### config.mk
export PLATFORM = sky130hd
export DESIGN_NAME = cdf_dev_flat
export DESIGN_NICKNAME = d
export VERILOG_FILES = /design/src/cdf_pkg.sv /design/src/cdf_if.sv /design/src/cdf_dev.sv /design/src/cdf_filter.sv /design/src/flat_wrapper.sv
export VERILOG_INCLUDE_DIRS = /design/src /design/src/src
export SDC_FILE = /design/constraint.sdc
export NUM_CORES = 1
export LEC_CHECK = 0
export BUFFER_PORTS_ARGS = -buffer_cell sky130_fd_sc_hd__buf_2
export CAP_MARGIN = 20
export CORE_ASPECT_RATIO = 0.8
export CORE_UTILIZATION = 44
export DETAILED_ROUTE_END_ITERATION = 10
export GPL_TIMING_DRIVEN = 0
export PLACE_DENSITY = 0.78
export SLEW_MARGIN = 5
export SYNTH_ARGS = -nofsm -noshare
export SYNTH_HDL_FRONTEND = slang
export SYNTH_SLANG_ARGS = --single-unit
### constraint.sdc
create_clock -name sys_clk_in -period 2.73 [get_ports sys_clk_in]
set_input_delay 0.1365 -clock sys_clk_in [delete_from_list [all_inputs] [get_ports sys_clk_in]]
set_output_delay 0.1365 -clock sys_clk_in [all_outputs]
set_load 0.02 [all_outputs]
### src/cdf_defines.svh
// Constants shared by the data-bit filter and DMA message port design
// Overview of operation
// Compare first n data bits against extension bits
// Accept only on base id and bit match
// Counts above 18 stop at bit eighteen
// Two-byte frames stop comparing at bit sixteen
// One-byte frames stop comparing at bit eight
// Empty frames compare base identifier only
// Buffer count from queue control bits 15:13
// DMA holds start address, moves words alone
// One DMA channel each for send, receive
// Channel selectors hold event codes 34,70,55,71
// Software sets send request bit 3 to send
// Transmit request makes DMA write transmit port
// Every sent message is eight words
// Received message raises request, DMA reads eight
// Data-bit filter only for standard-type setups
// Next word request only after previous word
`ifndef CDF_DEFINES_SVH
`define CDF_DEFINES_SVH
// ==========================================================
// Register offsets
`define CDF_A_CTRL2 4'h0
`define CDF_A_QCTRL 4'h1
`define CDF_A_FSID 4'h2
`define CDF_A_FEIDL 4'h3
`define CDF_A_FEIDH 4'h4
`define CDF_A_BPC 4'h5
`define CDF_A_STS 4'h6
`define CDF_A_MSK 4'h7
// ==========================================================
// Field positions
`define CDF_QC_BS_HI 15
`define CDF_QC_BS_LO 13
`define CDF_FSID_EXT 11
`define CDF_FSID_MTM 12
`define CDF_BPC_SEND 3
`define CDF_EV_TXDONE 0
`define CDF_EV_RXDONE 1
`define CDF_EV_REJECT 2
`define CDF_EV_OVERRUN 3
// ==========================================================
// Filter limits and counts
`define CDF_DBC_MAX 5'h12
`define CDF_DBC_TWO 5'h10
`define CDF_DBC_ONE 5'h08
`define CDF_DBC_NONE 5'h00
`define CDF_DLC_ZERO 4'h0
`define CDF_DLC_ONE 4'h1
`define CDF_DLC_TWO 4'h2
`define CDF_EID_BITS 18
`define CDF_LAST_WORD 3'h7
// ==========================================================
// Event codes for the request selectors
`define CDF_EV_RX_A 7'h22
`define CDF_EV_TX_A 7'h46
`define CDF_EV_RX_B 7'h37
`define CDF_EV_TX_B 7'h47
`endif

### src/cdf_pkg.sv
// Types shared by both ends of the message port
package cdf_pkg;
  typedef enum logic [1:0] {CDF_IDLE, CDF_TX, CDF_RX} cdf_dev_st_t;
  typedef enum logic {CDF_CH_IDLE, CDF_CH_GAP} cdf_ch_st_t;
  typedef struct packed {
    cdf_dev_st_t st;
    logic [4:0] dbc;
    logic [2:0] bsz;
    logic [10:0] fsid;
    logic fext;
    logic mtm;
    logic [17:0] feid;
    logic [3:0] bpc;
    logic [3:0] sts;
    logic [3:0] msk;
    logic [4:0] rxbuf;
    logic [2:0] cnt;
    logic [127:0] words;
    logic [15:0] rdata;
    logic txv;
  } cdf_dev_state_t;
  typedef struct packed {
    cdf_ch_st_t tx_st;
    cdf_ch_st_t rx_st;
    logic [2:0] tx_cnt;
    logic [2:0] rx_cnt;
    logic [15:0] txd;
    logic txw;
    logic rxr;
    logic [15:0] rdata;
  } cdf_dma_state_t;
endpackage
### src/cdf_if.sv
// Message word link between the controller and the DMA engine
`timescale 1ns/1ps
interface cdf_if;
  logic tx_req;
  logic tx_wr;
  logic [15:0] tx_data;
  logic [6:0] tx_code;
  logic [4:0] tx_buf;
  logic rx_req;
  logic rx_rd;
  logic [15:0] rx_data;
  logic [6:0] rx_code;
  logic [4:0] rx_buf;
  modport dev (output tx_req, tx_code, tx_buf, rx_req, rx_data, rx_code, rx_buf, input tx_wr, tx_data, rx_rd);
  modport dma (input tx_req, tx_code, tx_buf, rx_req, rx_data, rx_code, rx_buf, output tx_wr, tx_data, rx_rd);
endinterface

### src/cdf_dev.sv
// Controller end: registers, filtering and eight-word message port
`timescale 1ns/1ps
`include "cdf_defines.svh"
module cdf_dev #(
  parameter bit SECOND = 1'b0
) (
  input wire logic sys_clk_in,
  input wire logic srst_in,
  input wire logic [3:0] reg_addr_in,
  input wire logic [15:0] reg_wdata_in,
  input wire logic reg_wr_in,
  input wire logic reg_rd_in,
  output logic [15:0] reg_rdata_out,
  input wire logic rx_frame_valid_in,
  input wire logic [10:0] rx_sid_in,
  input wire logic rx_ide_in,
  input wire logic [3:0] rx_dlc_in,
  input wire logic [127:0] rx_words_in,
  input wire logic [23:0] rx_data_in,
  output logic [127:0] tx_msg_out,
  output logic tx_msg_valid_out,
  output logic irq_out,
  cdf_if.dev link
);
  cdf_pkg::cdf_dev_state_t s_reg;
  cdf_pkg::cdf_dev_state_t s_next;
  logic accept;
  logic [3:0] ev;
  logic [3:0] clr;
  logic [4:0] rx_last;

  // ==========================================================
  // Register read mux
  function automatic logic [15:0] rd_mux(input logic [3:0] a, input cdf_pkg::cdf_dev_state_t s);
    logic [15:0] v;
    v = 16'h0000;
    case (a)
      `CDF_A_CTRL2: begin
        v[4:0] = s.dbc;
      end
      `CDF_A_QCTRL: begin
        v[`CDF_QC_BS_HI:`CDF_QC_BS_LO] = s.bsz;
      end
      `CDF_A_FSID: begin
        v[10:0] = s.fsid;
        v[`CDF_FSID_EXT] = s.fext;
        v[`CDF_FSID_MTM] = s.mtm;
      end
      `CDF_A_FEIDL: begin
        v = s.feid[15:0];
      end
      `CDF_A_FEIDH: begin
        v[1:0] = s.feid[17:16];
      end
      `CDF_A_BPC: begin
        v[3:0] = s.bpc;
      end
      `CDF_A_STS: begin
        v[3:0] = s.sts;
      end
      `CDF_A_MSK: begin
        v[3:0] = s.msk;
      end
      default: begin
        v = 16'h0000;
      end
    endcase
    return v;
  endfunction

  // ==========================================================
  // Filter
  cdf_filter cdf_filter_inst (
    .data_bit_count_in(s_reg.dbc),
    .rx_sid_in(rx_sid_in),
    .rx_ide_in(rx_ide_in),
    .rx_dlc_in(rx_dlc_in),
    .rx_data_in(rx_data_in),
    .base_identifier_field_in(s_reg.fsid),
    .extension_identifier_field_in(s_reg.feid),
    .filter_extended_select_in(s_reg.fext),
    .mask_type_match_in(s_reg.mtm),
    .accept_out(accept)
  );

  // Ring of receive buffers; field value k gives 4*(k+1) buffers
  assign rx_last = {s_reg.bsz, 2'h3};

  // ==========================================================
  // Next state
  always_comb begin
    s_next = s_reg;
    ev = 4'h0;
    clr = 4'h0;
    s_next.txv = 1'b0;
    s_next.rdata = 16'h0000;
    if (reg_rd_in) begin
      s_next.rdata = rd_mux(reg_addr_in, s_reg);
    end
    case (s_reg.st)
      cdf_pkg::CDF_IDLE: begin
        s_next.cnt = 3'h0;
        if (rx_frame_valid_in && accept) begin
          s_next.st = cdf_pkg::CDF_RX;
          s_next.words = rx_words_in;
        end else if (s_reg.bpc[`CDF_BPC_SEND]) begin
          s_next.st = cdf_pkg::CDF_TX;
        end
      end
      cdf_pkg::CDF_TX: begin
        // One word per strobe; the request stays up until the eighth lands
        if (link.tx_wr) begin
          s_next.words = {link.tx_data, s_reg.words[127:16]};
          s_next.cnt = 3'(s_reg.cnt + 3'h1);
          if (s_reg.cnt == `CDF_LAST_WORD) begin
            s_next.st = cdf_pkg::CDF_IDLE;
            s_next.txv = 1'b1;
            s_next.bpc[`CDF_BPC_SEND] = 1'b0;
            ev[`CDF_EV_TXDONE] = 1'b1;
          end
        end
      end
      cdf_pkg::CDF_RX: begin
        if (link.rx_rd) begin
          s_next.words = {16'h0000, s_reg.words[127:16]};
          s_next.cnt = 3'(s_reg.cnt + 3'h1);
          if (s_reg.cnt == `CDF_LAST_WORD) begin
            s_next.st = cdf_pkg::CDF_IDLE;
            ev[`CDF_EV_RXDONE] = 1'b1;
            if (s_reg.rxbuf >= rx_last) begin
              s_next.rxbuf = 5'h00;
            end else begin
              s_next.rxbuf = 5'(s_reg.rxbuf + 5'h01);
            end
          end
        end
      end
      default: begin
        s_next.st = cdf_pkg::CDF_IDLE;
      end
    endcase
    if (rx_frame_valid_in && !accept) begin
      ev[`CDF_EV_REJECT] = 1'b1;
    end
    // A frame that passes while a message is still moving is dropped
    if (rx_frame_valid_in && accept && s_reg.st != cdf_pkg::CDF_IDLE) begin
      ev[`CDF_EV_OVERRUN] = 1'b1;
    end
    if (reg_wr_in) begin
      case (reg_addr_in)
        `CDF_A_CTRL2: begin
          s_next.dbc = reg_wdata_in[4:0];
        end
        `CDF_A_QCTRL: begin
          s_next.bsz = reg_wdata_in[`CDF_QC_BS_HI:`CDF_QC_BS_LO];
        end
        `CDF_A_FSID: begin
          s_next.fsid = reg_wdata_in[10:0];
          s_next.fext = reg_wdata_in[`CDF_FSID_EXT];
          s_next.mtm = reg_wdata_in[`CDF_FSID_MTM];
        end
        `CDF_A_FEIDL: begin
          s_next.feid[15:0] = reg_wdata_in;
        end
        `CDF_A_FEIDH: begin
          s_next.feid[17:16] = reg_wdata_in[1:0];
        end
        `CDF_A_BPC: begin
          // Software write lands after the hardware clear, so a fresh request survives
          s_next.bpc = reg_wdata_in[3:0];
        end
        `CDF_A_STS: begin
          clr = reg_wdata_in[3:0];
        end
        `CDF_A_MSK: begin
          s_next.msk = reg_wdata_in[3:0];
        end
        default: begin
          clr = 4'h0;
        end
      endcase
    end
    // Set wins over a clear in the same cycle
    s_next.sts = (s_reg.sts & ~clr) | ev;
  end

  always_ff @(posedge sys_clk_in) begin
    if (srst_in) begin
      s_reg <= '0;
    end else begin
      s_reg <= s_next;
    end
  end

  // ==========================================================
  // Outputs
  assign link.tx_req = (s_reg.st == cdf_pkg::CDF_TX);
  assign link.rx_req = (s_reg.st == cdf_pkg::CDF_RX);
  assign link.rx_data = s_reg.words[15:0];
  assign link.tx_buf = {2'h0, s_reg.bpc[2:0]};
  assign link.rx_buf = s_reg.rxbuf;
  assign link.tx_code = SECOND ? `CDF_EV_TX_B : `CDF_EV_TX_A;
  assign link.rx_code = SECOND ? `CDF_EV_RX_B : `CDF_EV_RX_A;
  assign reg_rdata_out = s_reg.rdata;
  assign tx_msg_out = s_reg.words;
  assign tx_msg_valid_out = s_reg.txv;
  assign irq_out = |(s_reg.sts & s_reg.msk);
endmodule

### src/cdf_filter.sv
// Acceptance filter with leading data-bit comparison
`timescale 1ns/1ps
`include "cdf_defines.svh"
module cdf_filter (
  input wire logic [4:0] data_bit_count_in,
  input wire logic [10:0] rx_sid_in,
  input wire logic rx_ide_in,
  input wire logic [3:0] rx_dlc_in,
  input wire logic [23:0] rx_data_in,
  input wire logic [10:0] base_identifier_field_in,
  input wire logic [17:0] extension_identifier_field_in,
  input wire logic filter_extended_select_in,
  input wire logic mask_type_match_in,
  output logic accept_out
);
  logic [4:0] n;
  logic data_mode;
  logic bits_ok;
  always_comb begin
    n = data_bit_count_in;
    if (n > `CDF_DBC_MAX) begin
      n = `CDF_DBC_MAX;
    end
    if (rx_dlc_in == `CDF_DLC_ZERO) begin
      n = `CDF_DBC_NONE;
    end else if (rx_dlc_in == `CDF_DLC_ONE && n > `CDF_DBC_ONE) begin
      n = `CDF_DBC_ONE;
    end else if (rx_dlc_in == `CDF_DLC_TWO && n > `CDF_DBC_TWO) begin
      n = `CDF_DBC_TWO;
    end
    // Only a standard frame against a standard filter may use the data bits
    data_mode = !rx_ide_in && !filter_extended_select_in && mask_type_match_in &&
                (data_bit_count_in != `CDF_DBC_NONE);
    bits_ok = 1'b1;
    for (int i = 0; i < `CDF_EID_BITS; i++) begin
      if (5'(i) < n && rx_data_in[23 - i] != extension_identifier_field_in[17 - i]) begin
        bits_ok = 1'b0;
      end
    end
    accept_out = (rx_sid_in == base_identifier_field_in) && (!data_mode || bits_ok);
  end
endmodule

### src/flat_wrapper.sv
// flat-port wrapper written by rule: the top's interface ports become plain ports
module cdf_dev_flat 
#(
  parameter bit SECOND = 1'b0
)
  (sys_clk_in, srst_in, reg_addr_in, reg_wdata_in, reg_wr_in, reg_rd_in, reg_rdata_out, rx_frame_valid_in, rx_sid_in, rx_ide_in, rx_dlc_in, rx_words_in, rx_data_in, tx_msg_out, tx_msg_valid_out, irq_out, link_tx_req, link_tx_code, link_tx_buf, link_rx_req, link_rx_data, link_rx_code, link_rx_buf, link_tx_wr, link_tx_data, link_rx_rd);
  cdf_if link_i ();
  input wire logic sys_clk_in;
  input wire logic srst_in;
  input wire logic [3:0] reg_addr_in;
  input wire logic [15:0] reg_wdata_in;
  input wire logic reg_wr_in;
  input wire logic reg_rd_in;
  output logic [15:0] reg_rdata_out;
  input wire logic rx_frame_valid_in;
  input wire logic [10:0] rx_sid_in;
  input wire logic rx_ide_in;
  input wire logic [3:0] rx_dlc_in;
  input wire logic [127:0] rx_words_in;
  input wire logic [23:0] rx_data_in;
  output logic [127:0] tx_msg_out;
  output logic tx_msg_valid_out;
  output logic irq_out;
  output wire logic [$bits(link_i.tx_req)-1:0] link_tx_req;
  output wire logic [$bits(link_i.tx_code)-1:0] link_tx_code;
  output wire logic [$bits(link_i.tx_buf)-1:0] link_tx_buf;
  output wire logic [$bits(link_i.rx_req)-1:0] link_rx_req;
  output wire logic [$bits(link_i.rx_data)-1:0] link_rx_data;
  output wire logic [$bits(link_i.rx_code)-1:0] link_rx_code;
  output wire logic [$bits(link_i.rx_buf)-1:0] link_rx_buf;
  input wire logic [$bits(link_i.tx_wr)-1:0] link_tx_wr;
  input wire logic [$bits(link_i.tx_data)-1:0] link_tx_data;
  input wire logic [$bits(link_i.rx_rd)-1:0] link_rx_rd;
  assign link_tx_req = link_i.tx_req;
  assign link_tx_code = link_i.tx_code;
  assign link_tx_buf = link_i.tx_buf;
  assign link_rx_req = link_i.rx_req;
  assign link_rx_data = link_i.rx_data;
  assign link_rx_code = link_i.rx_code;
  assign link_rx_buf = link_i.rx_buf;
  assign link_i.tx_wr = link_tx_wr;
  assign link_i.tx_data = link_tx_data;
  assign link_i.rx_rd = link_rx_rd;
  cdf_dev #(.SECOND(SECOND)) u_core (.sys_clk_in(sys_clk_in), .srst_in(srst_in), .reg_addr_in(reg_addr_in), .reg_wdata_in(reg_wdata_in), .reg_wr_in(reg_wr_in), .reg_rd_in(reg_rd_in), .reg_rdata_out(reg_rdata_out), .rx_frame_valid_in(rx_frame_valid_in), .rx_sid_in(rx_sid_in), .rx_ide_in(rx_ide_in), .rx_dlc_in(rx_dlc_in), .rx_words_in(rx_words_in), .rx_data_in(rx_data_in), .tx_msg_out(tx_msg_out), .tx_msg_valid_out(tx_msg_valid_out), .irq_out(irq_out), .link(link_i));
endmodule
==> impl_metrics.csv, run 1 <==
group,metric,value,unit
timing,min_period,2750,ps
timing,period_share,101,%
drt,vias,12700,
logic_synthesis,synth_warnings,0,
clocking,numCtsBuffers,23,
critical_path,crit_type,"reg2reg",
grt,grtUsageTotal,29.1,%
floorplan,core,26700,um^2
critical_path,path_common_cell,"clkbuf_4",
drt,drt-total-wl,44400,um
power_and_ir_drop,power,7010,uW
drt,drtIter0Drc,1155,
floorplan,dieWidth,188,um
grt,grt_pass1_wl,65100,um
placed_design,gp_congestion,0.954,
logic_synthesis,ys_types,54,
finish,area_growth,30.5,%
finish,final_util,59.3,%
logic_synthesis,synth_seq_area_share,34.0,%
drt,routed_via_density,5.68,
placed_design,place_ws,-692,ps
floorplan,rows,53,
power_and_ir_drop,peakVddDrop,385,uV
finish,drive_above_1_share,40.1,%
min_path,hold_class,"in2reg",
clocking,htreeDepth,1,
critical_path,slowest_stage,"a311oi_1",
floorplan,dieHeight,150,um
finish,layout_common_cells,"buf_2, dfxtp_1, buf_4",
status,violations,"setup timing",
logic_synthesis,synth_edf_count,0,
power_and_ir_drop,p_per_area,443,nW/um^2
floorplan,die-area,28200,um^2
critical_path,endpoint_kind,"flip-flop",
placed_design,io_buffers,375,
timing,worst_pin_slew,839,ps
clocking,cts_root_buffer,"clkbuf_16",
status,status,"finished with violations",
logic_synthesis,postSynth.asyncResetShare,0,%
critical_path,path_cells,"clkbuf_4, o21a_1, nor2_1, a221oi_2, o21ai_4, and3_1, clkbuf_4, clkbuf_4, a311oi_1, a211oi_2",
floorplan,initial_utilization,45.5,%
finish,fin_area,15800,um^2
finish,fin_cells,2239,
timing,timing.fmax,363,MHz
finish,largest_reg_flops,128,
grt,overflow,0,
clocking,clock_latency,510,ps
grt,grt_pass1_vias,11800,
power_and_ir_drop,power.leakage,0.00700,uW
floorplan,ios,399,
critical_path,critPathTopFamily,"compound AO/OA/AOI/OAI gates",
grt,grt_max_degree,20,
critical_path,slowest_delay,390,ps
drt,ant_nets,0,
timing,hold_viol,0,
clocking,clockBufferDepth,3,
placed_design,placed_cell_area,14500,um^2
placed_design,dp.final_hpwl,33300,um
timing,skew,21.6,ps
logic_synthesis,synth-seq-cells,206,
critical_path,critPathMaxFanout,10,
placed_design,dp_cells,2174,
timing,max-slew-margin-rel,44.1,%
critical_path,setup.worst_path.start_class,"flip-flop",
critical_path,timing.reg2reg.setup_slack,-20,ps
clocking,cts_tree,"built",
logic_synthesis,ys.flop_type,"dfxtp_1",
drt,drc,0,
critical_path,crit_required,3080,ps
finish,final_common_cell,"buf_2",
critical_path,path_buf_inv,3,
drt,avgRoutedWirePerCell,19.8,um
timing,drv_slew,0,
timing,setup_violations,2,
timing,rsz0062_at_grt,"yes",
timing,worst_slack,-23.1,ps
grt,antenna_found_initial,2,
logic_synthesis,synthesis.area,12100,um^2
logic_synthesis,syn_inst,1428,
run,max-cap-violations,0,
logic_synthesis,syn_avg_cell_area,8.49,um^2
finish,layout.nets,2088,
critical_path,worst-endpoint-arrival,3100,ps
clocking,path_clk_slew,60,ps
drt,dr.pass1.iters,6,
clocking,clkSinkCount,206,
tightest hold or removal path, stage by stage:
cell and delay (ps):
buf_2 90, o21ai_0 150, a211oi_1 70
metrics by stage:
stage	hold slack (ps)	setup TNS [ps]
5_1_grt	13.9	-5340
2_1_floorplan	272	0
3_5_place_dp	394	-76980
4_1_cts	1.18	-4120
3_3_place_gp	388	-64310
6_report	14.5	-28.5
synth_stat cells, drive strengths merged (5+ instances only):
library cell  number  share of area [%]
nand4              6               0.31
buf              230                 14
nand3             18               0.74
dfxtp            206                 34
a311oi           128                9.3
a211oi           130                9.3
xor2              10               0.72
mux2i             37                3.1
inv               13               0.40
a21oi            152                6.3
a22oi              5               0.31
o21ai             29                1.2
nor2b            117                6.0
nor2              59                1.8
xnor2             23                1.7
ha                10                1.0
clkbuf            92                2.8
nand2             97                3.0
logic make-up after synthesis:
logic type	synth area share [%]
xor+xnor	2.38
buf+inv	16.8
simple gates	13.4
mux	3.80
other cells	0.0620
fa+ha+maj	1.03
flops	34.0
compound gates	28.6
where the power goes:
group | switching, uW | internal (uW)
sequential | 54.9 | 3050
combinational | 539 | 425
clock | 1250 | 1690
total | 1840 | 5170
worst paths after layout:
kind                                        start                endpoint  cells past startpoint
worst min register to register  u_core.s_reg[146]       u_core.s_reg[146]                      2
worst max register to register  u_core.s_reg[202]  u_core.tx_msg_out[100]                     10
worst min-delay path             rx_words_in[122]  u_core.tx_msg_out[122]                      3
worst max-delay path            u_core.s_reg[202]  u_core.tx_msg_out[100]                     10
what timing repair did:
item	in CTS	in global routing
pin swaps	2	8
hold buffers	23	0
setup endpoints to repair	132	128
endpoints found under the hold margin	48	0
gates resized for setup	41	100
buffers inserted	1	4
cell type report:
class                      count  area [um^2]
fill                        2475        10800
clock inverter                 5         30.0
tap                          357          447
antenna                        3         7.51
multi-input combinational    901         6250
timing repair buffer         403         2150
inverter                      13         48.8
clock buffer                  32          669
buffer                       319         2100
sequential                   206         4120
per-layer routing:
| metal | global-route usage (%) | share of wire (%) | vias to the layer above |
|---|---|---|---|
| met1 | 40.7 | 44 | 6047 |
| met2 | 46.6 | 46 | 684 |
| met4 | 8.94 | 2.4 | 0 |
| met5 | 0 | 0 | - |
| met3 | 3.66 | 8.1 | 87 |
| li1 | - | - | 5897 |
Note: power is estimated with default switching activity, not from simulation.
==> run 2: changes to the inputs <==
--- a/config.mk
+++ b/config.mk
@@ -13,6 +13,7 @@
 export DETAILED_ROUTE_END_ITERATION = 10
 export GPL_TIMING_DRIVEN = 0
 export PLACE_DENSITY = 0.78
+export RECOVER_POWER = 100
 export SLEW_MARGIN = 5
 export SYNTH_ARGS = -nofsm -noshare
 export SYNTH_HDL_FRONTEND = slang
==> run 2 against run 1 <==
Net effect:
- the flow still finishes with violations (setup timing)
- die area did not move
- clock skew barely moved
- utilization fell by 0.81 points
- critical path type unchanged
- maximum frequency fell by 0.32%
- sequential share of layout area rose by 0.36 points
- largest cell class unchanged
- via count fell by 0.27%
- critical path depth did not move
- non-clock buffer count did not move
- count of clock-buffer cells in the layout did not move
==> impl_metrics.csv, run 2 (same netlist as run 1, synthesis figures left out) <==
group,metric,value,unit
grt,antenna_found_initial,2,
grt,grtUsageTotal,29.1,%
drt,dr.pass1.iters,5,
timing,setup_violations,2,
run,max-cap-violations,0,
drt,avgRoutedWirePerCell,19.8,um
drt,drc,0,
status,status,"finished with violations",
grt,grt_pass1_wl,65100,um
timing,setup_tns,-41.3,ps
clocking,cts_root_buffer,"clkbuf_16",
critical_path,r2r_start,"u_core.s_reg[202]",
timing,worst_pin_slew,830,ps
timing,hold_viol,0,
timing,max-slew-margin-rel,44.7,%
finish,layout_common_cells,"clkbuf_1, buf_2, dfxtp_1",
timing,skew,21.1,ps
placed_design,dp_cells,2174,
clocking,numCtsBuffers,23,
power_and_ir_drop,pwr-share-comb,13.6,%
timing,worst_slack,-31.8,ps
timing,period_share,101,%
clocking,path_clk_slew,60,ps
placed_design,io_buffers,375,
finish,fin_area,15600,um^2
drt,drtIter0Drc,1116,
min_path,hold_class,"in2reg",
critical_path,crit_type,"reg2reg",
grt,grt_pass1_vias,11800,
timing,drv_slew,0,
timing,min_period,2760,ps
power_and_ir_drop,p_clk_share,42.0,%
placed_design,gp_congestion,0.954,
finish,register_area,4120,um^2
power_and_ir_drop,p_sw,1840,uW
clocking,cts_tree,"built",
status,violations,"setup timing",
power_and_ir_drop,p_sw_share,26.3,%
clocking,clkSinkCount,206,
timing,timing.fmax,362,MHz
grt,overflow,0,
min_path,min-delay-start,"rx_words_in[122]",
critical_path,crit_required,3080,ps
power_and_ir_drop,p_per_area,449,nW/um^2
placed_design,place_ws,-692,ps
critical_path,critPathMaxFanout,10,
power_and_ir_drop,p_int,5160,uW
drt,drt-total-wl,44400,um
finish,largest_reg_flops,128,
finish,multi_input_area,6250,um^2
power_and_ir_drop,power,7000,uW
critical_path,crit_start,"u_core.s_reg[202]",
drt,routed_via_density,5.66,
power_and_ir_drop,power.leakage,0.00624,uW
power_and_ir_drop,peakVddDrop,387,uV
clocking,htreeDepth,1,
floorplan,dieHeight,150,um
critical_path,endpoint_kind,"flip-flop",
placed_design,dp.final_hpwl,33300,um
floorplan,rows,53,
floorplan,initial_utilization,45.5,%
clocking,clockBufferDepth,3,
floorplan,dieWidth,188,um
finish,drive_above_1_share,30.9,%
finish,area_growth,28.8,%
finish,final_common_cell,"clkbuf_1",
drt,vias,12700,
placed_design,placed_cell_area,14500,um^2
finish,layout.nets,2088,
drt,ant_nets,0,
finish,n_fill_cell,2571,
timing,rsz0062_at_grt,"yes",
clocking,clock_latency,510,ps
power_and_ir_drop,p_seq_share,44.4,%
critical_path,worst-endpoint-arrival,3110,ps
floorplan,core,26700,um^2
grt,grt_max_degree,20,
floorplan,die-area,28200,um^2
floorplan,ios,399,
critical_path,setup.worst_path.start_class,"flip-flop",
finish,fin_cells,2239,
-- run 2: through the flow --
| step | hold slack, ps | util, % |
|---|---|---|
| 6_report | 11.1 | 58.5 |
| 3_3_place_gp | 388 | 54.4 |
| 3_5_place_dp | 394 | 54.4 |
| 2_1_floorplan | 272 | - |
| 5_1_grt | 13.9 | 58.5 |
| 4_1_cts | 1.18 | 58.2 |
-- run 2: layout make-up --
class                   instances  area share [%]
flip-flops and latches        206            26.4
clock buffers                  32            4.29
plain buffers                 319            13.4
diodes                          3          0.0481
repair buffers                403            12.4
multi-input cells             901            40.0
well taps                     357            2.86
clock inverters                 5           0.192
inverters                      13           0.313
-- run 2: path summary, 6_finish.rpt --
check	to	cells after the start	slack, ps
min	u_core.tx_msg_out[122]	3	10
min reg2reg	u_core.s_reg[146]	2	480
max reg2reg	u_core.tx_msg_out[100]	10	-30
max	u_core.tx_msg_out[100]	10	-30
-- run 2: power groups by stage --
| stage | logic [uW] | registers [uW] | clock network (uW) |
|---|---|---|---|
| after floorplan | 548 | 3140 | 0 |
| after global placement | 883 | 3170 | 0 |
| after detailed placement | 888 | 3170 | 0 |
| after CTS | 925 | 3100 | 2960 |
| after global routing | 1020 | 3110 | 3090 |
| final | 954 | 3110 | 2940 |
-- run 2: worst max-delay path: stages, from the launching register on --
cell and delay [ps]:
dfxtp_1 340, clkbuf_4 230, o21a_1 240, nor2_1 90, a221oi_2 380, o21ai_4 150
and3_1 230, clkbuf_4 220, clkbuf_4 240, a311oi_1 390, a211oi_2 90
-- run 2: per-layer routing --
metal  global-route usage [%]  part of all wire [%]
met1                     40.7                    44
met2                     46.6                    45
met3                     3.66                   7.9
met4                     8.94                   2.7
met5                        0                     0
-- run 2: what timing repair did --
item | CTS | global route
pin swaps | 2 | 8
resized for setup | 41 | 100
hold endpoints to repair | 48 | 0
endpoints found under the setup margin | 132 | 128
buffers inserted | 1 | 4
hold buffers | 23 | 0
